[src/gpc_pkg.sv]
`default_nettype none
package gpc_pkg;
    localparam int NPORT = 4;
    localparam int NPIN = 8;
    localparam int NGROUP = 4;
    localparam int PORT_STRIDE = 3;
    // Per-port registers
    localparam logic [7:0] ADR_PIN_BASE = 8'h20;
    localparam logic [7:0] ADR_DIR_BASE = 8'h21;
    localparam logic [7:0] ADR_LAT_BASE = 8'h22;
    // Interrupt and control registers
    localparam logic [7:0] ADR_MCU_CTRL = 8'h35;
    localparam logic [7:0] ADR_EXT_FLAG = 8'h3C;
    localparam logic [7:0] ADR_EXT_MASK = 8'h3D;
    localparam logic [7:0] ADR_SENSE = 8'h69;
    localparam logic [7:0] ADR_PIN_CHANGE_MASK_GROUP0 = 8'h6B;
    localparam logic [7:0] ADR_PIN_CHANGE_MASK_GROUP1 = 8'h6C;
    localparam logic [7:0] ADR_PIN_CHANGE_MASK_GROUP2 = 8'h6D;
    localparam logic [7:0] ADR_PIN_CHANGE_MASK_GROUP3 = 8'h73;
    // Field positions, valid masks, reset value and sense codes
    localparam int IRQ0_BIT = 0;
    localparam int PC_BIT_BASE = 4;
    localparam int PUD_BIT = 4;
    localparam logic [7:0] EXT_MASK_VALID = 8'hF1;
    localparam logic [7:0] PIN_CHANGE_MASK_GROUP3_VALID = 8'h7F;
    localparam logic [7:0] RESET_BYTE = 8'h00;
    typedef enum logic [1:0] {
        SENSE_LOW = 2'b00,
        SENSE_ANY = 2'b01,
        SENSE_FALL = 2'b10,
        SENSE_RISE = 2'b11
    } gpc_sense_e;
endpackage
`default_nettype wire

[src/gpc_sync.sv]
`timescale 1ns/1ns
`default_nettype none
module gpc_sync #(
    parameter int WIDTH = 8
) (
    // Clock
    input wire logic clk,
    // Data
    input wire logic [WIDTH-1:0] async_in,
    output logic [WIDTH-1:0] sync_out
);
    logic [WIDTH-1:0] meta;

    // Capture stage read only by the second stage
    always_ff @(posedge clk) begin
        meta <= async_in;
        sync_out <= meta;
    end
endmodule // gpc_sync
`default_nettype wire

[src/gpc_port.sv]
`timescale 1ns/1ns
`default_nettype none
module gpc_port (
    // Clock and reset
    input wire logic clk,
    input wire logic srst,
    // CPU I/O access
    input wire logic [7:0] io_addr,
    input wire logic [7:0] io_wdata,
    input wire logic io_we,
    input wire logic io_re,
    input wire logic io_bit_set,
    input wire logic io_bit_clr,
    input wire logic [2:0] io_bit_idx,
    output logic [7:0] io_rdata,
    // Interrupt handshake with the core
    input wire logic cpu_irq_global_en,
    input wire logic ext_irq0_ack,
    input wire logic [3:0] pc_irq_ack,
    output logic ext_irq0_req,
    output logic [3:0] pc_irq_req,
    // Pads
    input wire logic [31:0] pad_i,
    output logic [31:0] pad_o,
    output logic [31:0] pad_oe_n,
    output logic [31:0] pad_pu,
    input wire logic ext_irq0_line,
    // Alternate function overrides
    input wire logic [31:0] alt_en,
    input wire logic [31:0] alt_dir,
    input wire logic [31:0] alt_out
);
    logic [31:0] lat;
    logic [31:0] dir;
    logic [31:0] pin_lvl;
    logic [31:0] pin_prev;
    logic pin_primed;
    logic [3:0][7:0] pcmsk;
    logic [7:0] ext_mask;
    logic pullup_global_disable;
    gpc_pkg::gpc_sense_e sense;
    logic flag0;
    logic [3:0] pcif;
    logic irq0_lvl;
    logic irq0_prev;
    logic wr;
    logic [7:0] wmask;
    logic [7:0] wd;
    logic [7:0] next_rdata;
    logic irq0_ev;
    logic [3:0] pc_ev;
    logic level_mode;

    function automatic logic [7:0] port_addr(input logic [7:0] base, input int p);
        port_addr = base + 8'(gpc_pkg::PORT_STRIDE * p);
    endfunction

    function automatic logic [7:0] merge(input logic [7:0] old, input logic [7:0] m,
                                         input logic [7:0] d);
        merge = (old & ~m) | (d & m);
    endfunction

    // Pin and irq line synchronisers
    gpc_sync #(.WIDTH(32)) u_pin_sync (
        .clk(clk),
        .async_in(pad_i),
        .sync_out(pin_lvl)
    );

    gpc_sync #(.WIDTH(1)) u_irq_sync (
        .clk(clk),
        .async_in(ext_irq0_line),
        .sync_out(irq0_lvl)
    );

    // Bit operations become a masked write of one lane
    always_comb begin
        wr = io_we | io_bit_set | io_bit_clr;
        wmask = (io_bit_set | io_bit_clr) ? (8'h01 << io_bit_idx) : 8'hFF;
        wd = io_bit_set ? 8'hFF : (io_bit_clr ? 8'h00 : io_wdata);
    end

    // Port latch and direction registers
    for (genvar p = 0; p < gpc_pkg::NPORT; p++) begin : g_port
        always_ff @(posedge clk) begin
            if (srst) begin
                lat[p*8 +: 8] <= gpc_pkg::RESET_BYTE;
            end else if (wr && io_addr == port_addr(gpc_pkg::ADR_LAT_BASE, p)) begin
                lat[p*8 +: 8] <= merge(lat[p*8 +: 8], wmask, wd);
            end else if (wr && io_addr == port_addr(gpc_pkg::ADR_PIN_BASE, p)) begin
                lat[p*8 +: 8] <= lat[p*8 +: 8] ^ (wd & wmask);
            end
        end

        always_ff @(posedge clk) begin
            if (srst) begin
                dir[p*8 +: 8] <= gpc_pkg::RESET_BYTE;
            end else if (wr && io_addr == port_addr(gpc_pkg::ADR_DIR_BASE, p)) begin
                dir[p*8 +: 8] <= merge(dir[p*8 +: 8], wmask, wd);
            end
        end
    end

    // Pin-change masks
    always_ff @(posedge clk) begin
        if (srst) begin
            pcmsk <= '0;
        end else if (wr) begin
            if (io_addr == gpc_pkg::ADR_PIN_CHANGE_MASK_GROUP0) begin
                pcmsk[0] <= merge(pcmsk[0], wmask, wd);
            end else if (io_addr == gpc_pkg::ADR_PIN_CHANGE_MASK_GROUP1) begin
                pcmsk[1] <= merge(pcmsk[1], wmask, wd);
            end else if (io_addr == gpc_pkg::ADR_PIN_CHANGE_MASK_GROUP2) begin
                pcmsk[2] <= merge(pcmsk[2], wmask, wd);
            end else if (io_addr == gpc_pkg::ADR_PIN_CHANGE_MASK_GROUP3) begin
                pcmsk[3] <= merge(pcmsk[3], wmask, wd) & gpc_pkg::PIN_CHANGE_MASK_GROUP3_VALID;
            end
        end
    end

    // Enables, pull-up disable and sense control
    always_ff @(posedge clk) begin
        if (srst) begin
            ext_mask <= gpc_pkg::RESET_BYTE;
            pullup_global_disable <= 1'b0;
            sense <= gpc_pkg::SENSE_LOW;
        end else if (wr) begin
            if (io_addr == gpc_pkg::ADR_EXT_MASK) begin
                ext_mask <= merge(ext_mask, wmask, wd) & gpc_pkg::EXT_MASK_VALID;
            end else if (io_addr == gpc_pkg::ADR_MCU_CTRL) begin
                // Only the disable bit lives here; other control bits must not set it
                pullup_global_disable <= wmask[gpc_pkg::PUD_BIT] ? wd[gpc_pkg::PUD_BIT] : pullup_global_disable;
            end else if (io_addr == gpc_pkg::ADR_SENSE) begin
                sense <= gpc_pkg::gpc_sense_e'({wmask[1] ? wd[1] : sense[1],
                                                wmask[0] ? wd[0] : sense[0]});
            end
        end
    end

    // Change detection; the first sample after reset only primes the history
    always_ff @(posedge clk) begin
        if (srst) begin
            pin_primed <= 1'b0;
            pin_prev <= 32'h0000_0000;
            irq0_prev <= 1'b0;
        end else begin
            pin_primed <= 1'b1;
            pin_prev <= pin_lvl;
            irq0_prev <= irq0_lvl;
        end
    end

    always_comb begin
        level_mode = (sense == gpc_pkg::SENSE_LOW);
        irq0_ev = 1'b0;
        if (pin_primed) begin
            case (sense)
                gpc_pkg::SENSE_ANY: irq0_ev = irq0_lvl ^ irq0_prev;
                gpc_pkg::SENSE_FALL: irq0_ev = irq0_prev & ~irq0_lvl;
                gpc_pkg::SENSE_RISE: irq0_ev = irq0_lvl & ~irq0_prev;
                default: irq0_ev = 1'b0;
            endcase
        end
        for (int g = 0; g < gpc_pkg::NGROUP; g++) begin
            // Mask bit and group enable must both be set
            pc_ev[g] = pin_primed && ext_mask[gpc_pkg::PC_BIT_BASE + g]
                       && |((pin_lvl[g*8 +: 8] ^ pin_prev[g*8 +: 8]) & pcmsk[g]);
        end
    end

    // Flags: a new event wins over a clear in the same cycle
    always_ff @(posedge clk) begin
        if (srst) begin
            flag0 <= 1'b0;
        end else if (level_mode) begin
            flag0 <= 1'b0;
        end else if (irq0_ev) begin
            flag0 <= 1'b1;
        end else if (ext_irq0_ack
                     || (wr && io_addr == gpc_pkg::ADR_EXT_FLAG && wd[0] && wmask[0])) begin
            flag0 <= 1'b0;
        end
    end

    for (genvar g = 0; g < gpc_pkg::NGROUP; g++) begin : g_pcif
        always_ff @(posedge clk) begin
            if (srst) begin
                pcif[g] <= 1'b0;
            end else if (pc_ev[g]) begin
                pcif[g] <= 1'b1;
            end else if (pc_irq_ack[g] || (wr && io_addr == gpc_pkg::ADR_EXT_FLAG
                         && wd[gpc_pkg::PC_BIT_BASE + g] && wmask[gpc_pkg::PC_BIT_BASE + g])) begin
                pcif[g] <= 1'b0;
            end
        end
    end

    // Requests to the core
    always_ff @(posedge clk) begin
        if (srst) begin
            ext_irq0_req <= 1'b0;
            pc_irq_req <= 4'h0;
        end else begin
            // Level mode requests straight from the line, as the flag stays clear
            ext_irq0_req <= cpu_irq_global_en && ext_mask[gpc_pkg::IRQ0_BIT]
                            && (level_mode ? ~irq0_lvl : flag0);
            pc_irq_req <= {4{cpu_irq_global_en}} & ext_mask[7:4] & pcif;
        end
    end

    // Read data, registered
    always_comb begin
        next_rdata = 8'h00;
        if (io_addr == gpc_pkg::ADR_EXT_FLAG) begin
            next_rdata = {pcif, 3'h0, flag0};
        end else if (io_addr == gpc_pkg::ADR_EXT_MASK) begin
            next_rdata = ext_mask;
        end else if (io_addr == gpc_pkg::ADR_MCU_CTRL) begin
            next_rdata = 8'({7'h00, pullup_global_disable} << gpc_pkg::PUD_BIT);
        end else if (io_addr == gpc_pkg::ADR_SENSE) begin
            next_rdata = {6'h00, sense};
        end else if (io_addr == gpc_pkg::ADR_PIN_CHANGE_MASK_GROUP0) begin
            next_rdata = pcmsk[0];
        end else if (io_addr == gpc_pkg::ADR_PIN_CHANGE_MASK_GROUP1) begin
            next_rdata = pcmsk[1];
        end else if (io_addr == gpc_pkg::ADR_PIN_CHANGE_MASK_GROUP2) begin
            next_rdata = pcmsk[2];
        end else if (io_addr == gpc_pkg::ADR_PIN_CHANGE_MASK_GROUP3) begin
            next_rdata = pcmsk[3];
        end else begin
            for (int p = 0; p < gpc_pkg::NPORT; p++) begin
                if (io_addr == port_addr(gpc_pkg::ADR_PIN_BASE, p)) begin
                    next_rdata = pin_lvl[p*8 +: 8];
                end else if (io_addr == port_addr(gpc_pkg::ADR_DIR_BASE, p)) begin
                    next_rdata = dir[p*8 +: 8];
                end else if (io_addr == port_addr(gpc_pkg::ADR_LAT_BASE, p)) begin
                    next_rdata = lat[p*8 +: 8];
                end
            end
        end
    end

    always_ff @(posedge clk) begin
        if (srst) begin
            io_rdata <= 8'h00;
        end else if (io_re) begin
            io_rdata <= next_rdata;
        end
    end

    // Pad drivers; reset acts without a clock edge so pins float at once
    for (genvar n = 0; n < 32; n++) begin : g_pad
        logic eff_dir;
        logic eff_out;
        assign eff_dir = alt_en[n] ? alt_dir[n] : dir[n];
        assign eff_out = alt_en[n] ? alt_out[n] : lat[n];

        always_ff @(posedge clk or posedge srst) begin
            if (srst) begin
                pad_oe_n[n] <= 1'b1;
                pad_o[n] <= 1'b0;
                pad_pu[n] <= 1'b0;
            end else begin
                pad_oe_n[n] <= ~eff_dir;
                pad_o[n] <= eff_out;
                pad_pu[n] <= ~eff_dir & lat[n] & ~pullup_global_disable & ~alt_en[n];
            end
        end
    end

    // Checks
    a_irq0_edge_set: assert property (@(posedge clk) disable iff (srst)
        irq0_ev && !level_mode |=> flag0)
        else $error("irq0 flag not set after edge");

    a_irq0_level_clr: assert property (@(posedge clk) disable iff (srst)
        level_mode |=> !flag0)
        else $error("irq0 flag set in level mode");

    a_irq0_ack_clr: assert property (@(posedge clk) disable iff (srst)
        ext_irq0_ack && !irq0_ev |=> !flag0)
        else $error("irq0 flag survived acknowledge");

    a_irq0_req_out: assert property (@(posedge clk) disable iff (srst)
        cpu_irq_global_en && ext_mask[0] && flag0 && !level_mode |=> ext_irq0_req)
        else $error("irq0 request missing");

    a_pc_group_set: assert property (@(posedge clk) disable iff (srst)
        pc_ev[2] |=> pcif[2])
        else $error("group flag not set on armed change");

    a_msk3_top_zero: assert property (@(posedge clk) disable iff (srst)
        pcmsk[3][7] == 1'b0)
        else $error("group 3 mask bit 7 set");

    a_dir_bit_only: assert property (@(posedge clk) disable iff (srst)
        io_bit_set && !io_we && io_addr == gpc_pkg::ADR_DIR_BASE
        |=> dir[7:0] == ($past(dir[7:0]) | $past(wmask)))
        else $error("bit set disturbed other direction bits");

    a_pin_toggle_lat: assert property (@(posedge clk) disable iff (srst)
        io_we && !io_bit_set && !io_bit_clr && io_addr == gpc_pkg::ADR_PIN_BASE
        |=> lat[7:0] == ($past(lat[7:0]) ^ $past(io_wdata)))
        else $error("input register write did not toggle latch");

    a_pud_kills_pu: assert property (@(posedge clk) disable iff (srst)
        pullup_global_disable |=> pad_pu == 32'h0000_0000)
        else $error("pull-up on while globally disabled");

    a_out_drive: assert property (@(posedge clk) disable iff (srst)
        dir[0] && !alt_en[0] |=> !pad_oe_n[0] && pad_o[0] == $past(lat[0]))
        else $error("output pin not driving latch value");

    a_input_sync: assert property (@(posedge clk) disable iff (srst)
        ##2 pin_lvl == $past(pad_i, 2))
        else $error("pin level not two cycles behind pad");

    a_pc_req_out: assert property (@(posedge clk) disable iff (srst)
        cpu_irq_global_en && ext_mask[4] && pcif[0] |=> pc_irq_req[0])
        else $error("group 0 request missing");
endmodule // gpc_port
`default_nettype wire

[config.mk]
export PLATFORM = sky130hd
export DESIGN_NAME = gpc_port
export DESIGN_NICKNAME = d
export VERILOG_FILES = /design/src/gpc_pkg.sv /design/src/gpc_sync.sv /design/src/gpc_port.sv
export SDC_FILE = /design/constraint.sdc
export NUM_CORES = 1
export LEC_CHECK = 0
export BUFFER_PORTS_ARGS = -buffer_cell sky130_fd_sc_hd__buf_2
export CELL_PAD_IN_SITES_DETAIL_PLACEMENT = 0
export CELL_PAD_IN_SITES_GLOBAL_PLACEMENT = 2
export CORE_MARGIN = 1.5
export CORE_UTILIZATION = 36
export CTS_CLUSTER_DIAMETER = 80
export DETAILED_ROUTE_END_ITERATION = 8
export GPL_TIMING_DRIVEN = 1
export PLACE_DENSITY_LB_ADDON = 0.1
export SLEW_MARGIN = 10
export SYNTH_ARGS = -nofsm -noshare
export SYNTH_HDL_FRONTEND = slang
export SYNTH_SLANG_ARGS = --single-unit
[constraint.sdc]
create_clock -name clk -period 6.7 [get_ports clk]
set_input_delay 0.335 -clock clk [delete_from_list [all_inputs] [get_ports clk]]
set_output_delay 0.335 -clock clk [all_outputs]
set_load 0.05 [all_outputs]
==> out/summary.txt <==
Overall power consumption = 4.561 mW
Hold/Removal Path Class = primary input to flip-flop
Wire length on met1 = 23.36 mm
Share of flip-flops with an asynchronous set or reset after synthesis = 30.38%
Total GRT Usage = 26.87%
Multi-input combinational cell area = 6076 um2
Clock transition at the registers of the reported paths = 60 ps
Initial antenna violation count = 3
Clock root buffer master = clkbuf_16
Min Tclk post-route = 2660 ps
Post-Syn Instances = 1386
Starting density of the core = 36.41%
Beginning of the worst hold path = alt_out[12]
HPWL reported at the end of detailed placement = 36.84 mm
Reg2reg end = io_rdata[6]
Final setup slack of the worst path = 4040 ps
NumNets Final = 1907
Met3 WL = 3.544 mm
Sequential-to-total area share from yosys stat = 51.49%
Worst clock skew = 16.73 ps
Number of instances in the placed design = 2054
Insertion delay to the later sink of the worst-skew pair = 540 ps
CTS tree = yes
Maximum number of pins on one net before global-route repair = 89
Share of the clock period used by the worst path after layout = 39.70%
Highest clock rate = 376.0 MHz
Final-report max-slew violation count = 0
Flops & latches, synth = 316
Post-DRT Antenna Nets = 0
Sum of routed wire length over all layers = 51.88 mm
Total overflow reported by the global router = 0
Slew at the pin closest to its max-slew limit = 1206 ps
Post-synthesis cell area = 13300 um2
Syn Nets = 1548
Dominant cell type by area after synthesis = dfxtp_1
Dpl ws = 3534 ps
Synth-to-layout area growth = 31.81%
Max clock buf depth = 3
Area of all placed cells without fillers = 17530 um2
Number of distinct library cell variants in the gate-level netlist after synthesis = 77
Final total negative setup slack = 0 ps
Run status = completed
Crit path launch = io_addr[2]
Remaining max-slew budget at the tightest pin = 19.25%
Number of global-route vias before repair = 11830
Ratio of routed vias to standard cells = 5.550
Category of the worst setup path launch point = primary input
Origin of the critical flop-to-flop path = u_pin_sync.sync_out[14]
I/O Buffers = 268
Path type of the worst setup path = primary input to flip-flop
RSZ-0062 raised after global routing = false
Detailed Route Iter0 Violations = 1018
Kind of end point of the critical path = flip-flop
Number of H-tree branching levels = 2
Post-CTS repair timing setup buffer count = 0
Post-Syn Area per Cell = 9.593 um2
Top metal layer carrying routed signals = met5
Post-Route Hold Slack = 13.83 ps
Post-route DRC = 0
Wire length per cell after detailed routing = 23.13 um
Die width = 195.2 um
Power per unit of standard cell area = 260.2 nW/um2
Placed standard-cell area = 15050 um2
Overall die height = 195.2 um
Worst hold endpoint = pad_o[12]
Fillcell total = 3508
Number of placement rows = 70
Crit path max fanout = 25
Top-Level Pins = 269
Total met2 wirelength after detailed routing = 23.37 mm
Leading post-synthesis cells by cell area = dfxtp_1 33%, dfrtp_1 12%, dfstp_2 6.3%
Number of vias in the routed layout = 12450
Synth top area share = 33.12%
Leakage = 7.275 nW
R2R setup slack = 4770 ps
Arrival @ worst endpoint = 3050 ps
Number of endpoints failing setup at the final stage = 0
Placeable core area = 36520 um2
IR drop worst, VDD = 237.1 uV
Count of flip-flops with a built-in enable after synthesis = 0
Number of clock buffers inserted by TritonCTS = 37
Most common flop cell mapped by yosys = dfxtp_1
Clk sink count = 316
Reported max-cap violation count = 0
Core occupancy in the finished layout = 47.99%
Ratio of cells with drive above 1 in the final layout = 24.03%
Critical path data required time = 7090 ps
Area of the die = 38100 um2
Final cell count without fillers = 2243
Yosys synthesis warning count = 0
Register area = 6847 um2
RD Place Congestion = 0.9197
First-pass GRT wire length = 76.91 mm
Number of search-and-repair iterations in the first detailed-routing pass = 5
Fin. Hold Viols = 0
Worst Reg-to-Reg Cells = 5
Worst hold stages = 3
## synthesized netlist by cell type (all sizes together) (39+ instances only)
cell	number
a21oi	147
a22oi	39
a311oi	55
clkbuf	65
dfrtp	64
dfxtp	220
mux2i	48
nand2	136
nor2	90
nor2b	44
nor3	60
o21ai	61
## critical path, cell delays in order
cell and delay [ps]:
buf_2 290, nor2b_1 570, nand2_1 520, nor3_1 850, o21ai_0 210, a22oi_1 200, nor2_1 50
## layout make-up
type                            count  area share, %
Sequential cell                   316          39.07
Multi-Input combinational cell    969          34.67
Timing Repair Buffer              407          15.34
Clock buffer                       48          5.926
Tap cell                          468          3.341
Clock inverter                     19          1.321
Inverter                           14         0.3141
Antenna cell                        2        0.02856
## layer usage
metal | GRT usage, % | vias up
met4 | 8.872 | 2
met3 | 4.387 | 89
met2 | 42.54 | 549
met1 | 37.33 | 5975
met5 | 0 | -
li1 | - | 5834
## worst max path at each step
stage                      endpoint  slack [ps]  cells past startpoint
after floorplan            pad_o[0]        3680                      2
after global routing      flip-flop        3700                      7
after global placement    flip-flop        3620                      7
after detailed placement  flip-flop        3530                      7
after CTS                 flip-flop        4080                      7
final                     flip-flop        4040                      7
## report_power, final
part | internal, mW | total (mW) | switching, mW
registers | 1.95 | 1.98 | 0.0318
clock network | 1.26 | 2.10 | 0.833
logic | 0.164 | 0.484 | 0.320
total | 3.38 | 4.56 | 1.18
## timing repair
item	in CTS	in global routing
resized for setup	0	0
hold buffers	120	0
hold endpoints to repair	88	0
## cell families after synthesis
family          synth area share [%]
compound gates                 21.55
xor+xnor                       2.042
fa+ha+maj                     0.1882
buf+inv                        3.086
flops                          51.49
mux                            4.376
simple gates                   17.27
## placed cells by master, fill, tap and decap left out, types with 5 or more instances in the layout
| cell type | Yosys | routed |
|---|---|---|
| a211o_1 | 6 | 6 |
| a211oi_1 | 8 | 8 |
| a21o_1 | 17 | 17 |
| a21oi_1 | 145 | 140 |
| a21oi_2 | 2 | 7 |
| a221oi_1 | 6 | 6 |
| a22oi_1 | 39 | 39 |
| a311oi_1 | 55 | 55 |
| a31oi_1 | 16 | 15 |
| and3_1 | 9 | 9 |
| buf_2 | 13 | 267 |
| buf_4 | 0 | 20 |
| clkbuf_1 | 65 | 5 |
| clkbuf_16 | 0 | 38 |
| clkbuf_8 | 0 | 5 |
| dfrtp_1 | 64 | 64 |
| dfstp_2 | 32 | 32 |
| dfxtp_1 | 220 | 220 |
| dlygate4sd3_1 | 0 | 120 |
| inv_1 | 14 | 13 |
| mux2_2 | 7 | 7 |
| mux2i_1 | 48 | 48 |
| nand2_1 | 135 | 135 |
| nand2b_1 | 38 | 38 |
| nand3_1 | 30 | 30 |
| nand4_1 | 8 | 8 |
| nor2_1 | 89 | 89 |
| nor2b_1 | 44 | 44 |
| nor3_1 | 51 | 50 |
| nor3_2 | 6 | 6 |
| o2111ai_1 | 9 | 9 |
| o211ai_1 | 11 | 11 |
| o21ai_0 | 61 | 61 |
| o22ai_1 | 5 | 5 |
| or3_1 | 12 | 12 |
| xor2_1 | 31 | 31 |
Note: power is estimated with default switching activity, not from simulation.
